### src/verilog/rct_consts.svh
// Constants of the rolling code transmitter: offsets, field positions,
// reset values and timing figures.
// Assumes a 25 MHz system clock.
`ifndef RCT_CONSTS_SVH
`define RCT_CONSTS_SVH

`define RCT_CLK_MHZ       25
`define RCT_DEBOUNCE_US   9000
`define RCT_TE_SLOW_US    340
`define RCT_TE_FAST_US    170

`define RCT_PRE_END       9'd23
`define RCT_HDR_END       9'd33
`define RCT_DATA_END      9'd228
`define RCT_WORD_SLOW     9'd234
`define RCT_WORD_FAST     9'd468
`define RCT_CIPHER_ROUNDS 64

`define RCT_ADR_CTRL      8'h00
`define RCT_ADR_SERIAL    8'h04
`define RCT_ADR_KEY_LO    8'h08
`define RCT_ADR_KEY_HI    8'h0c
`define RCT_ADR_SYNC      8'h10
`define RCT_ADR_STATUS    8'h14

`define RCT_CTRL_FAST     0
`define RCT_SYNC_OVF      16

`define RCT_FAST_RST      1'b0
`define RCT_SERIAL_RST    28'h0000000
`define RCT_KEY_RST       64'h0000000000000000
`define RCT_SYNC_RST      16'h0000

`endif

### src/verilog/rct_pkg.sv
// Types shared by the rolling code transmitter modules.
// Assumes nothing of its surroundings.
package rct_pkg;

  typedef enum logic [1:0] {RCT_IDLE, RCT_DEBOUNCE, RCT_CIPHER, RCT_SEND} rct_state_t;

  typedef struct packed {
    logic        cyc;
    logic        stb;
    logic        we;
    logic [7:0]  adr;
    logic [3:0]  sel;
    logic [31:0] dat;
  } rct_wb_req_t;

  typedef struct packed {
    logic [23:0] cnt;
    logic [2:0]  last;
    logic        valid;
  } rct_db_st_t;

  typedef struct packed {
    logic        busy;
    logic        done;
    logic [6:0]  rnd;
    logic [31:0] x;
  } rct_ciph_st_t;

  typedef struct packed {
    rct_state_t  st;
    logic        fast;
    logic [27:0] serial;
    logic [63:0] key;
    logic [15:0] sync;
    logic        ovf;
    logic [2:0]  func;
    logic [64:0] word;
    logic [15:0] tmr;
    logic [8:0]  e;
    logic [1:0]  ph;
    logic [6:0]  bi;
    logic        pwm;
    logic        txa;
    logic        ack;
    logic [31:0] rdat;
    logic        cstart;
    logic        dbrst;
  } rct_top_st_t;

endpackage

### src/verilog/rct_debounce.sv
// Debounce filter for the three button lines.
// Assumes synchronous inputs; restart_i clears the settled flag.
`timescale 1ns/10ps
`default_nettype none
module rct_debounce
  import rct_pkg::*;
#(
  parameter int unsigned CYC = 225000
) (
  input  wire logic       clk_i,
  input  wire logic       rst_i,
  input  wire logic       restart_i,
  input  wire logic [2:0] raw_i,
  output logic      [2:0] level_o,
  output logic            valid_o
);

  rct_db_st_t cur;
  rct_db_st_t nxt;

  // ---------------------------------------------------------------
  // Settling counter
  // ---------------------------------------------------------------
  // The lines must hold one value for the whole interval.
  always_comb begin
    nxt = cur;
    if (restart_i || raw_i != cur.last) begin
      nxt.cnt   = 24'h0;
      nxt.valid = 1'b0;
      nxt.last  = raw_i;
    end else if (cur.cnt == 24'(CYC - 1)) begin
      nxt.valid = 1'b1;
    end else begin
      nxt.cnt = cur.cnt + 24'h1;
    end
  end

  always_ff @(posedge clk_i) begin
    if (rst_i) begin
      cur <= '0;
    end else begin
      cur <= nxt;
    end
  end

  assign level_o = cur.last;
  assign valid_o = cur.valid;
endmodule
`default_nettype wire

### src/verilog/rct_cipher.sv
// Keyed nonlinear shift cipher that turns the rolling plaintext into code.
// Assumes start_i is a one-cycle pulse with plain_i and key_i stable.
`timescale 1ns/10ps
`default_nettype none
`include "rct_consts.svh"
module rct_cipher
  import rct_pkg::*;
#(
  parameter int unsigned ROUNDS = `RCT_CIPHER_ROUNDS
) (
  input  wire logic        clk_i,
  input  wire logic        rst_i,
  input  wire logic        start_i,
  input  wire logic [31:0] plain_i,
  input  wire logic [63:0] key_i,
  output logic             done_o,
  output logic      [31:0] code_o
);

  rct_ciph_st_t cur;
  rct_ciph_st_t nxt;
  logic         fb;

  // ---------------------------------------------------------------
  // Round engine
  // ---------------------------------------------------------------
  // One key bit is mixed in per round; the key is never copied out.
  always_comb begin
    nxt      = cur;
    nxt.done = 1'b0;
    fb = cur.x[0] ^ cur.x[9] ^ cur.x[31] ^ (cur.x[26] & cur.x[20])
       ^ (cur.x[1] & ~cur.x[16]) ^ key_i[cur.rnd[5:0]];
    if (start_i) begin
      nxt.busy = 1'b1;
      nxt.rnd  = 7'h0;
      nxt.x    = plain_i;
    end else if (cur.busy) begin
      nxt.x   = {fb, cur.x[31:1]};
      nxt.rnd = cur.rnd + 7'h1;
      if (cur.rnd == 7'(ROUNDS - 1)) begin
        nxt.busy = 1'b0;
        nxt.done = 1'b1;
      end
    end
  end

  always_ff @(posedge clk_i) begin
    if (rst_i) begin
      cur <= '0;
    end else begin
      cur <= nxt;
    end
  end

  assign done_o = cur.done;
  assign code_o = cur.x;
endmodule
`default_nettype wire

### src/verilog/rct_top.sv
// Rolling code button transmitter: debounce, code word build and
// pulse-width output sequencer with a classic Wishbone register slave.
// Assumes button lines and lowbat_i are synchronous to clk_i.
//
// Overview of operation
// - Any press starts a debounce wait first.
// - Debounced lines form function code; zero idles.
// - Repeat the word while any line held.
// - New press aborts word and restarts debounce.
// - Partial release keeps the function code.
// - Full release still completes the current word.
// - Fast rate blanks every other word slot.
// - Word: 32 rolling, 28 serial, 3 function, battery, overflow.
// - Rolling part encrypted with stored secret key.
// - Key is write only, never read back.
// - Store serial, key and rate setting.
// - Overflow flag set after full counter cycle.
// - Rolling value not reused within 65536 presses.
// - Battery bit is one when supply low.
// - Bit is three elements; one or two high.
// - Word period 234 slow, 468 fast elements.
`timescale 1ns/10ps
`default_nettype none
`include "rct_consts.svh"
module rct_top
  import rct_pkg::*;
#(
  parameter int unsigned DB_CYC      = `RCT_DEBOUNCE_US * `RCT_CLK_MHZ,
  parameter int unsigned TE_SLOW_CYC = `RCT_TE_SLOW_US * `RCT_CLK_MHZ,
  parameter int unsigned TE_FAST_CYC = `RCT_TE_FAST_US * `RCT_CLK_MHZ
) (
  input  wire logic        clk_i,
  input  wire logic        rst_i,
  input  wire logic [2:0]  button_lines_i,
  input  wire logic        lowbat_i,
  input  wire rct_wb_req_t wb_req_i,
  output logic             wb_ack_o,
  output logic      [31:0] wb_dat_o,
  output logic             pwm_o,
  output logic             tx_active_o
);

  rct_top_st_t cur;
  rct_top_st_t nxt;
  logic [2:0]  db_level;
  logic        db_valid;
  logic        ciph_done;
  logic [31:0] ciph_code;
  logic [15:0] te_cyc;
  logic [8:0]  period;
  logic        tick;
  logic        press;
  logic        take;
  logic        wr;

  // ---------------------------------------------------------------
  // Helpers
  // ---------------------------------------------------------------
  function automatic logic [31:0] wb_merge(input logic [31:0] old,
                                           input logic [31:0] wd,
                                           input logic [3:0]  sel);
    logic [31:0] r;
    r = old;
    for (int i = 0; i < 4; i++) begin
      if (sel[i]) begin
        r[i*8 +: 8] = wd[i*8 +: 8];
      end
    end
    return r;
  endfunction

  // Output level of one element; guard and blanked slot stay low.
  function automatic logic elem_level(input logic [8:0]  e,
                                      input logic [1:0]  ph,
                                      input logic [6:0]  bi,
                                      input logic [64:0] word);
    logic r;
    r = 1'b0;
    if (e < `RCT_PRE_END) begin
      r = ~e[0];
    end else if (e >= `RCT_HDR_END && e < `RCT_DATA_END) begin
      r = (ph == 2'd0) || (ph == 2'd1 && !word[bi]);
    end
    return r;
  endfunction

  // ---------------------------------------------------------------
  // Submodules
  // ---------------------------------------------------------------
  rct_debounce #(.CYC(DB_CYC)) u_db (
    .clk_i     (clk_i),
    .rst_i     (rst_i),
    .restart_i (cur.dbrst),
    .raw_i     (button_lines_i),
    .level_o   (db_level),
    .valid_o   (db_valid)
  );

  rct_cipher u_ciph (
    .clk_i   (clk_i),
    .rst_i   (rst_i),
    .start_i (cur.cstart),
    .plain_i ({cur.ovf, cur.func, cur.serial[11:0], cur.sync}),
    .key_i   (cur.key),
    .done_o  (ciph_done),
    .code_o  (ciph_code)
  );

  // ---------------------------------------------------------------
  // Next state
  // ---------------------------------------------------------------
  assign te_cyc = cur.fast ? 16'(TE_FAST_CYC) : 16'(TE_SLOW_CYC);
  assign period = cur.fast ? `RCT_WORD_FAST : `RCT_WORD_SLOW;
  assign tick   = cur.tmr == te_cyc - 16'h1;
  assign press  = |(button_lines_i & ~cur.func);
  assign take   = cur.st == RCT_DEBOUNCE && db_valid && !cur.dbrst;
  assign wr     = cur.ack && wb_req_i.cyc && wb_req_i.stb && wb_req_i.we;

  always_comb begin
    logic [31:0] m;
    m          = 32'h0;
    nxt        = cur;
    nxt.ack    = 1'b0;
    nxt.cstart = 1'b0;
    nxt.dbrst  = 1'b0;
    if (wb_req_i.cyc && wb_req_i.stb && !cur.ack) begin
      nxt.ack = 1'b1;
      case (wb_req_i.adr)
        `RCT_ADR_CTRL:   nxt.rdat = {31'h0, cur.fast};
        `RCT_ADR_SERIAL: nxt.rdat = {4'h0, cur.serial};
        `RCT_ADR_SYNC:   nxt.rdat = {15'h0, cur.ovf, cur.sync};
        `RCT_ADR_STATUS: nxt.rdat = {26'h0, cur.txa, cur.func, cur.st};
        default:         nxt.rdat = 32'h0;
      endcase
    end
    if (wr) begin
      case (wb_req_i.adr)
        `RCT_ADR_CTRL: begin
          m = wb_merge({31'h0, cur.fast}, wb_req_i.dat, wb_req_i.sel);
          nxt.fast = m[`RCT_CTRL_FAST];
        end
        `RCT_ADR_SERIAL: begin
          m = wb_merge({4'h0, cur.serial}, wb_req_i.dat, wb_req_i.sel);
          nxt.serial = m[27:0];
        end
        `RCT_ADR_KEY_LO: begin
          nxt.key[31:0] = wb_merge(cur.key[31:0], wb_req_i.dat, wb_req_i.sel);
        end
        `RCT_ADR_KEY_HI: begin
          nxt.key[63:32] = wb_merge(cur.key[63:32], wb_req_i.dat, wb_req_i.sel);
        end
        `RCT_ADR_SYNC: begin
          m = wb_merge({15'h0, cur.ovf, cur.sync}, wb_req_i.dat, wb_req_i.sel);
          nxt.sync = m[15:0];
          nxt.ovf  = m[`RCT_SYNC_OVF];
        end
        default: begin
          m = 32'h0;
        end
      endcase
    end
    case (cur.st)
      RCT_IDLE: begin
        if (|button_lines_i) begin
          nxt.st    = RCT_DEBOUNCE;
          nxt.dbrst = 1'b1;
        end
      end
      RCT_DEBOUNCE: begin
        if (take) begin
          nxt.func = db_level;
          if (db_level == 3'h0) begin
            nxt.st = RCT_IDLE;
          end else begin
            nxt.st     = RCT_CIPHER;
            nxt.cstart = 1'b1;
            nxt.sync   = cur.sync + 16'h1;
            if (&cur.sync) begin
              nxt.ovf = 1'b1;
            end
          end
        end
      end
      RCT_CIPHER: begin
        if (ciph_done) begin
          nxt.word = {ciph_code, cur.ovf, lowbat_i, cur.func, cur.serial};
          nxt.st   = RCT_SEND;
          nxt.tmr  = 16'h0;
          nxt.e    = 9'h0;
          nxt.ph   = 2'd0;
          nxt.bi   = 7'h0;
        end
      end
      RCT_SEND: begin
        if (press) begin
          nxt.st    = RCT_DEBOUNCE;
          nxt.dbrst = 1'b1;
        end else if (tick) begin
          nxt.tmr = 16'h0;
          if (cur.e == period - 9'h1) begin
            nxt.e  = 9'h0;
            nxt.ph = 2'd0;
            nxt.bi = 7'h0;
            if (button_lines_i == 3'h0) begin
              nxt.st = RCT_IDLE;
            end
          end else begin
            nxt.e = cur.e + 9'h1;
            if (cur.e < `RCT_HDR_END) begin
              nxt.ph = 2'd0;
              nxt.bi = 7'h0;
            end else if (cur.ph == 2'd2) begin
              nxt.ph = 2'd0;
              nxt.bi = cur.bi + 7'h1;
            end else begin
              nxt.ph = cur.ph + 2'd1;
            end
          end
        end else begin
          nxt.tmr = cur.tmr + 16'h1;
        end
      end
      default: begin
        nxt.st = RCT_IDLE;
      end
    endcase
    nxt.txa = nxt.st == RCT_SEND;
    nxt.pwm = nxt.txa && elem_level(nxt.e, nxt.ph, nxt.bi, nxt.word);
  end

  always_ff @(posedge clk_i) begin
    if (rst_i) begin
      cur        <= '0;
      cur.st     <= RCT_IDLE;
      cur.fast   <= `RCT_FAST_RST;
      cur.serial <= `RCT_SERIAL_RST;
      cur.key    <= `RCT_KEY_RST;
      cur.sync   <= `RCT_SYNC_RST;
    end else begin
      cur <= nxt;
    end
  end

  assign wb_ack_o    = cur.ack;
  assign wb_dat_o    = cur.rdat;
  assign pwm_o       = cur.pwm;
  assign tx_active_o = cur.txa;
endmodule
`default_nettype wire

### config.mk
export PLATFORM = sky130hd
export DESIGN_NAME = rct_top
export DESIGN_NICKNAME = d
export VERILOG_FILES = /design/src/verilog/rct_pkg.sv /design/src/verilog/rct_debounce.sv /design/src/verilog/rct_cipher.sv /design/src/verilog/rct_top.sv
export VERILOG_INCLUDE_DIRS = /design/src /design/src/verilog
export SDC_FILE = /design/constraint.sdc
export NUM_CORES = 1
export LEC_CHECK = 0
export ABC_AREA = 1
export BUFFER_PORTS_ARGS = -buffer_cell sky130_fd_sc_hd__buf_2
export CORE_MARGIN = 2
export CORE_UTILIZATION = 25
export DETAILED_ROUTE_END_ITERATION = 10
export GPL_ROUTABILITY_DRIVEN = 0
export REMOVE_ABC_BUFFERS = 1
export SYNTH_ARGS = -nofsm -noshare
export SYNTH_HDL_FRONTEND = slang
export SYNTH_SLANG_ARGS = --single-unit
### constraint.sdc
create_clock -name clk_i -period 2.93 [get_ports clk_i]
set_input_delay 0.293 -clock clk_i [delete_from_list [all_inputs] [get_ports clk_i]]
set_output_delay 0.293 -clock clk_i [all_outputs]
set_load 0.1 [all_outputs]
==> results.tsv <==
stage	metric	value	unit
pwr	Pwr Density	547.6	mW/mm^2
setup_path	Worst Path Arrival	3.10	ns
global_routing	first-pass GRT wire length	72410	um
logic_synthesis	EDFF count, synth	0	
logic_synthesis	dominant cells by area after synthesis	dfxtp_1 42%, nor2_1 8.5%, o21ai_0 8.1%	
clock_network	CTS tree	built	
finish	fillers	6583	
sta	Setup TNS Final	0	ns
logic_synthesis	YS warnings	0	
logic_synthesis	synthesized area	0.01511	mm^2
drt	Starting DRT DRC Count	1204	
clock_network	Setup Buffers After CTS	0	
sta	Slew HR	0.4410	
sta	Final Cycle Share	0.9128	
logic_synthesis	Synth top area share	0.4187	
setup_path	Worst Path Max Fanout	20	
die	Starting Density	0.2517	
global_routing	vias in the first global route	13120	
setup_path	CP Capture Type	flip-flop	
logic_synthesis	Unique masters post-synth	58	
flow_run	Max-cap violations	0	
place	port bufs	83	
pwr	Gate power share	0.075	
die	core area	0.06002	mm^2
setup_path	critical path type	reg -> reg	
finish	design area	0.01753	mm^2
logic_synthesis	Synth Instances	2163	
global_routing	Most Used Layer, Global Route	met2	
global_routing	largest net degree at the start of global routing	75	
drt	final WL	45800	um
worst_hold_path	Hold WC Path Type	in -> reg	
finish	most common library cell in the layout ignoring fill and taps	nor2_1	
sta	Slew Viols, Final	0	
place	detailed placer's ending HPWL	33000	um
pwr	switching share of power	0.2554	
clock_network	clock root buffer	clkbuf_16	
pwr	Net Sw Power	2.452	mW
die	io pins	88	
drt	WL/cell	15.16	um
die	Die Width	249.8	um
global_routing	initial antenna violation count	0	
setup_path	Critical Path RT	3.35	ns
sta	final hold violations	0	
sta	RSZ-0062 raised after global routing	false	
clock_network	Worst-path clk slew	0.06	ns
place	pre-CTS setup slack	0.09551	ns
global_routing	met3 Resource Use GR	0.02628	
logic_synthesis	Primary FF master, synth	dfxtp_1	
clock_network	H-tree depth	2	
die	Rows	90	
finish	Area Growth Syn to Fin	16.05	%
global_routing	GRT met1 Usage	0.2017	
global_routing	final global-route overflow total	0	
sta	worst slew pin tran	0.8375	ns
sta	fin crit period	2.675	ns
sta	Setup Skew	0.03188	ns
die	total die area	0.06242	mm^2
global_routing	overall routing resource usage	0.1425	
drt	drt first pass iters	7	
finish	fin nets	2276	
clock_network	TritonCTS Sinks	316	
clock_network	worst-skew pair later-pin latency	0.53	ns
place	placed inst area	0.01631	mm^2
sta	Setup Viol. Count Final	0	
drt	DRC	0	
sta	Achievable Freq	0.3739	GHz
pwr	Int Power	7.149	mW
clock_network	CTS buffer count	36	
logic_synthesis	syn avg cell area	6.985	um^2
drt	antenna viol nets, final	0	
sta	worst setup margin	0.2554	ns
logic_synthesis	post-synthesis sequential area ratio	0.4187	
die	Die H	249.8	um
pwr	Lkg Pwr	7.017	nW
pwr	sequential power share	0.456	
finish	share of layout cells above drive strength 1	0.1054	
drt	vias after detailed routing	14270	
clock_network	clock buffer depth	3	
pwr	worst vdd ir	0.0003793	V
finish	commonest non-fill, non-tap cells in the layout	340 x nor2_1, 315 x dfxtp_1, 277 x nand2_1	
outcome	status	complete, no violations	
pwr	Clk pwr share	0.469	
drt	Via density	4.722	
logic_synthesis	Yosys top cell by area	dfxtp_1	
finish	Ant. Diodes	0	
setup_path	Worst Setup Start Kind	flip-flop	
sta	hold slack	0.01580	ns
global_routing	met2 Use GR	0.2236	
logic_synthesis	ys async rst share	0	
logic_synthesis	Synth Register Bits	316	
## what timing repair did
| item | 4_1_cts | 5_1_grt |
|---|---|---|
| endpoints found under the hold margin | 1 | 0 |
| gates resized for setup | 0 | 11 |
| hold buffers | 1 | 0 |
| setup endpoints to repair | 0 | 1 |
## metal layers
layer / part of all wire / up-vias / wire length (um)
met2: 0.44 / 395 / 19980
li1: - / 7211 / -
met5: 0 / - / 0
met3: 0.063 / 57 / 2877
met1: 0.48 / 6603 / 22010
met4: 0.020 / 0 / 929
## synth_stat cells (6+ instances only)
cell / number
dfxtp_1: 316
nor2_2: 8
clkbuf_1: 78
ha_1: 11
xor2_1: 7
nor4_1: 13
a22oi_1: 6
a221oi_1: 8
a211oi_1: 7
mux2i_1: 23
o22ai_1: 44
inv_1: 258
nor2_1: 342
buf_4: 35
nand3_1: 126
nand4_1: 19
nand2_1: 279
a31oi_1: 12
o211ai_1: 10
inv_2: 14
o21ai_0: 244
buf_1: 7
nor3_1: 43
a21oi_1: 180
## cell families after synthesis
kind of cell               after synthesis  share of synthesized area
and+or+nand+nor                        855                     0.2431
AOI/OAI and AO/OA                      539                     0.1951
adders and majority gates               11                   0.009109
DFF                                    316                     0.4187
other                                    1                  0.0002482
muxes                                   23                    0.01524
buffers and inverters                  406                     0.1115
xor gates and xnor gates                12                   0.006956
## power groups by stage
stage,clock (mW),sequential (mW),combinational [mW]
after floorplan,0,4.58,0.304
after global placement,0,4.47,0.707
after detailed placement,0,4.47,0.706
after CTS,4.59,4.37,0.711
after global routing,4.75,4.38,0.789
final,4.50,4.37,0.723
## metrics by stage
step                      total power [mW]  std cells  utilization
after floorplan                      4.882       2038            -
after global placement               5.176       2954       0.2718
after detailed placement             5.174       2954       0.2718
after CTS                            9.677       3020       0.2914
after global routing                 9.911       3021       0.2921
final                                9.601       3021       0.2921
## flip-flops by register name (all words and copies together) (netlist names)
name           flops
tx_active_o        1
u_db.cur          24
wb_ack_o           1
u_db.valid_o       1
cur              216
u_ciph.done_o      1
wb_dat_o          28
u_ciph.code_o     32
u_db.level_o       3
pwm_o              1
u_ciph.cur         8
## area by class of cell
class                   count  area, um^2  area share
repair buffers            135       848.3     0.04838
clock inverters             8       86.33    0.004924
clock buffers              57        1082     0.06172
inverters                 278        1052     0.06001
multi-input cells        1445        7159      0.4083
well taps                 782       978.4     0.05580
flip-flops and latches    316        6327      0.3609
## worst max-delay path: stages, from the launching register on
cell      delay [ns]
dfxtp_1         0.38
inv_1           0.08
ha_1            0.28
inv_1           0.10
nor2_1          0.07
nor2_4          0.17
inv_2           0.11
nand2_2         0.18
buf_4           0.28
nand3b_1        0.10
nand2_1         0.07
nand2_1         0.05
nand3_1         0.07
nand3_1         0.09
nand3_1         0.12
nand3_1         0.08
nand3_1         0.11
nand2_1         0.08
nand2_1         0.08
a21oi_2         0.05
## path summary, 6_finish.rpt
path / slack (ns) / depth (start not counted) / to / startpoint
hold / removal: 0.02 / 3 / cur[187]$_SDFFE_PP0P_ / wb_req_i[31]
setup reg to reg: 0.26 / 19 / pwm_o$_SDFF_PP0_ / cur[249]$_SDFF_PP0_
setup / recovery: 0.26 / 19 / pwm_o$_SDFF_PP0_ / cur[249]$_SDFF_PP0_
hold reg to reg: 0.45 / 2 / cur[205]$_SDFFE_PP0P_ / cur[205]$_SDFFE_PP0P_
No activity file was read; power rests on OpenSTA's default activity.
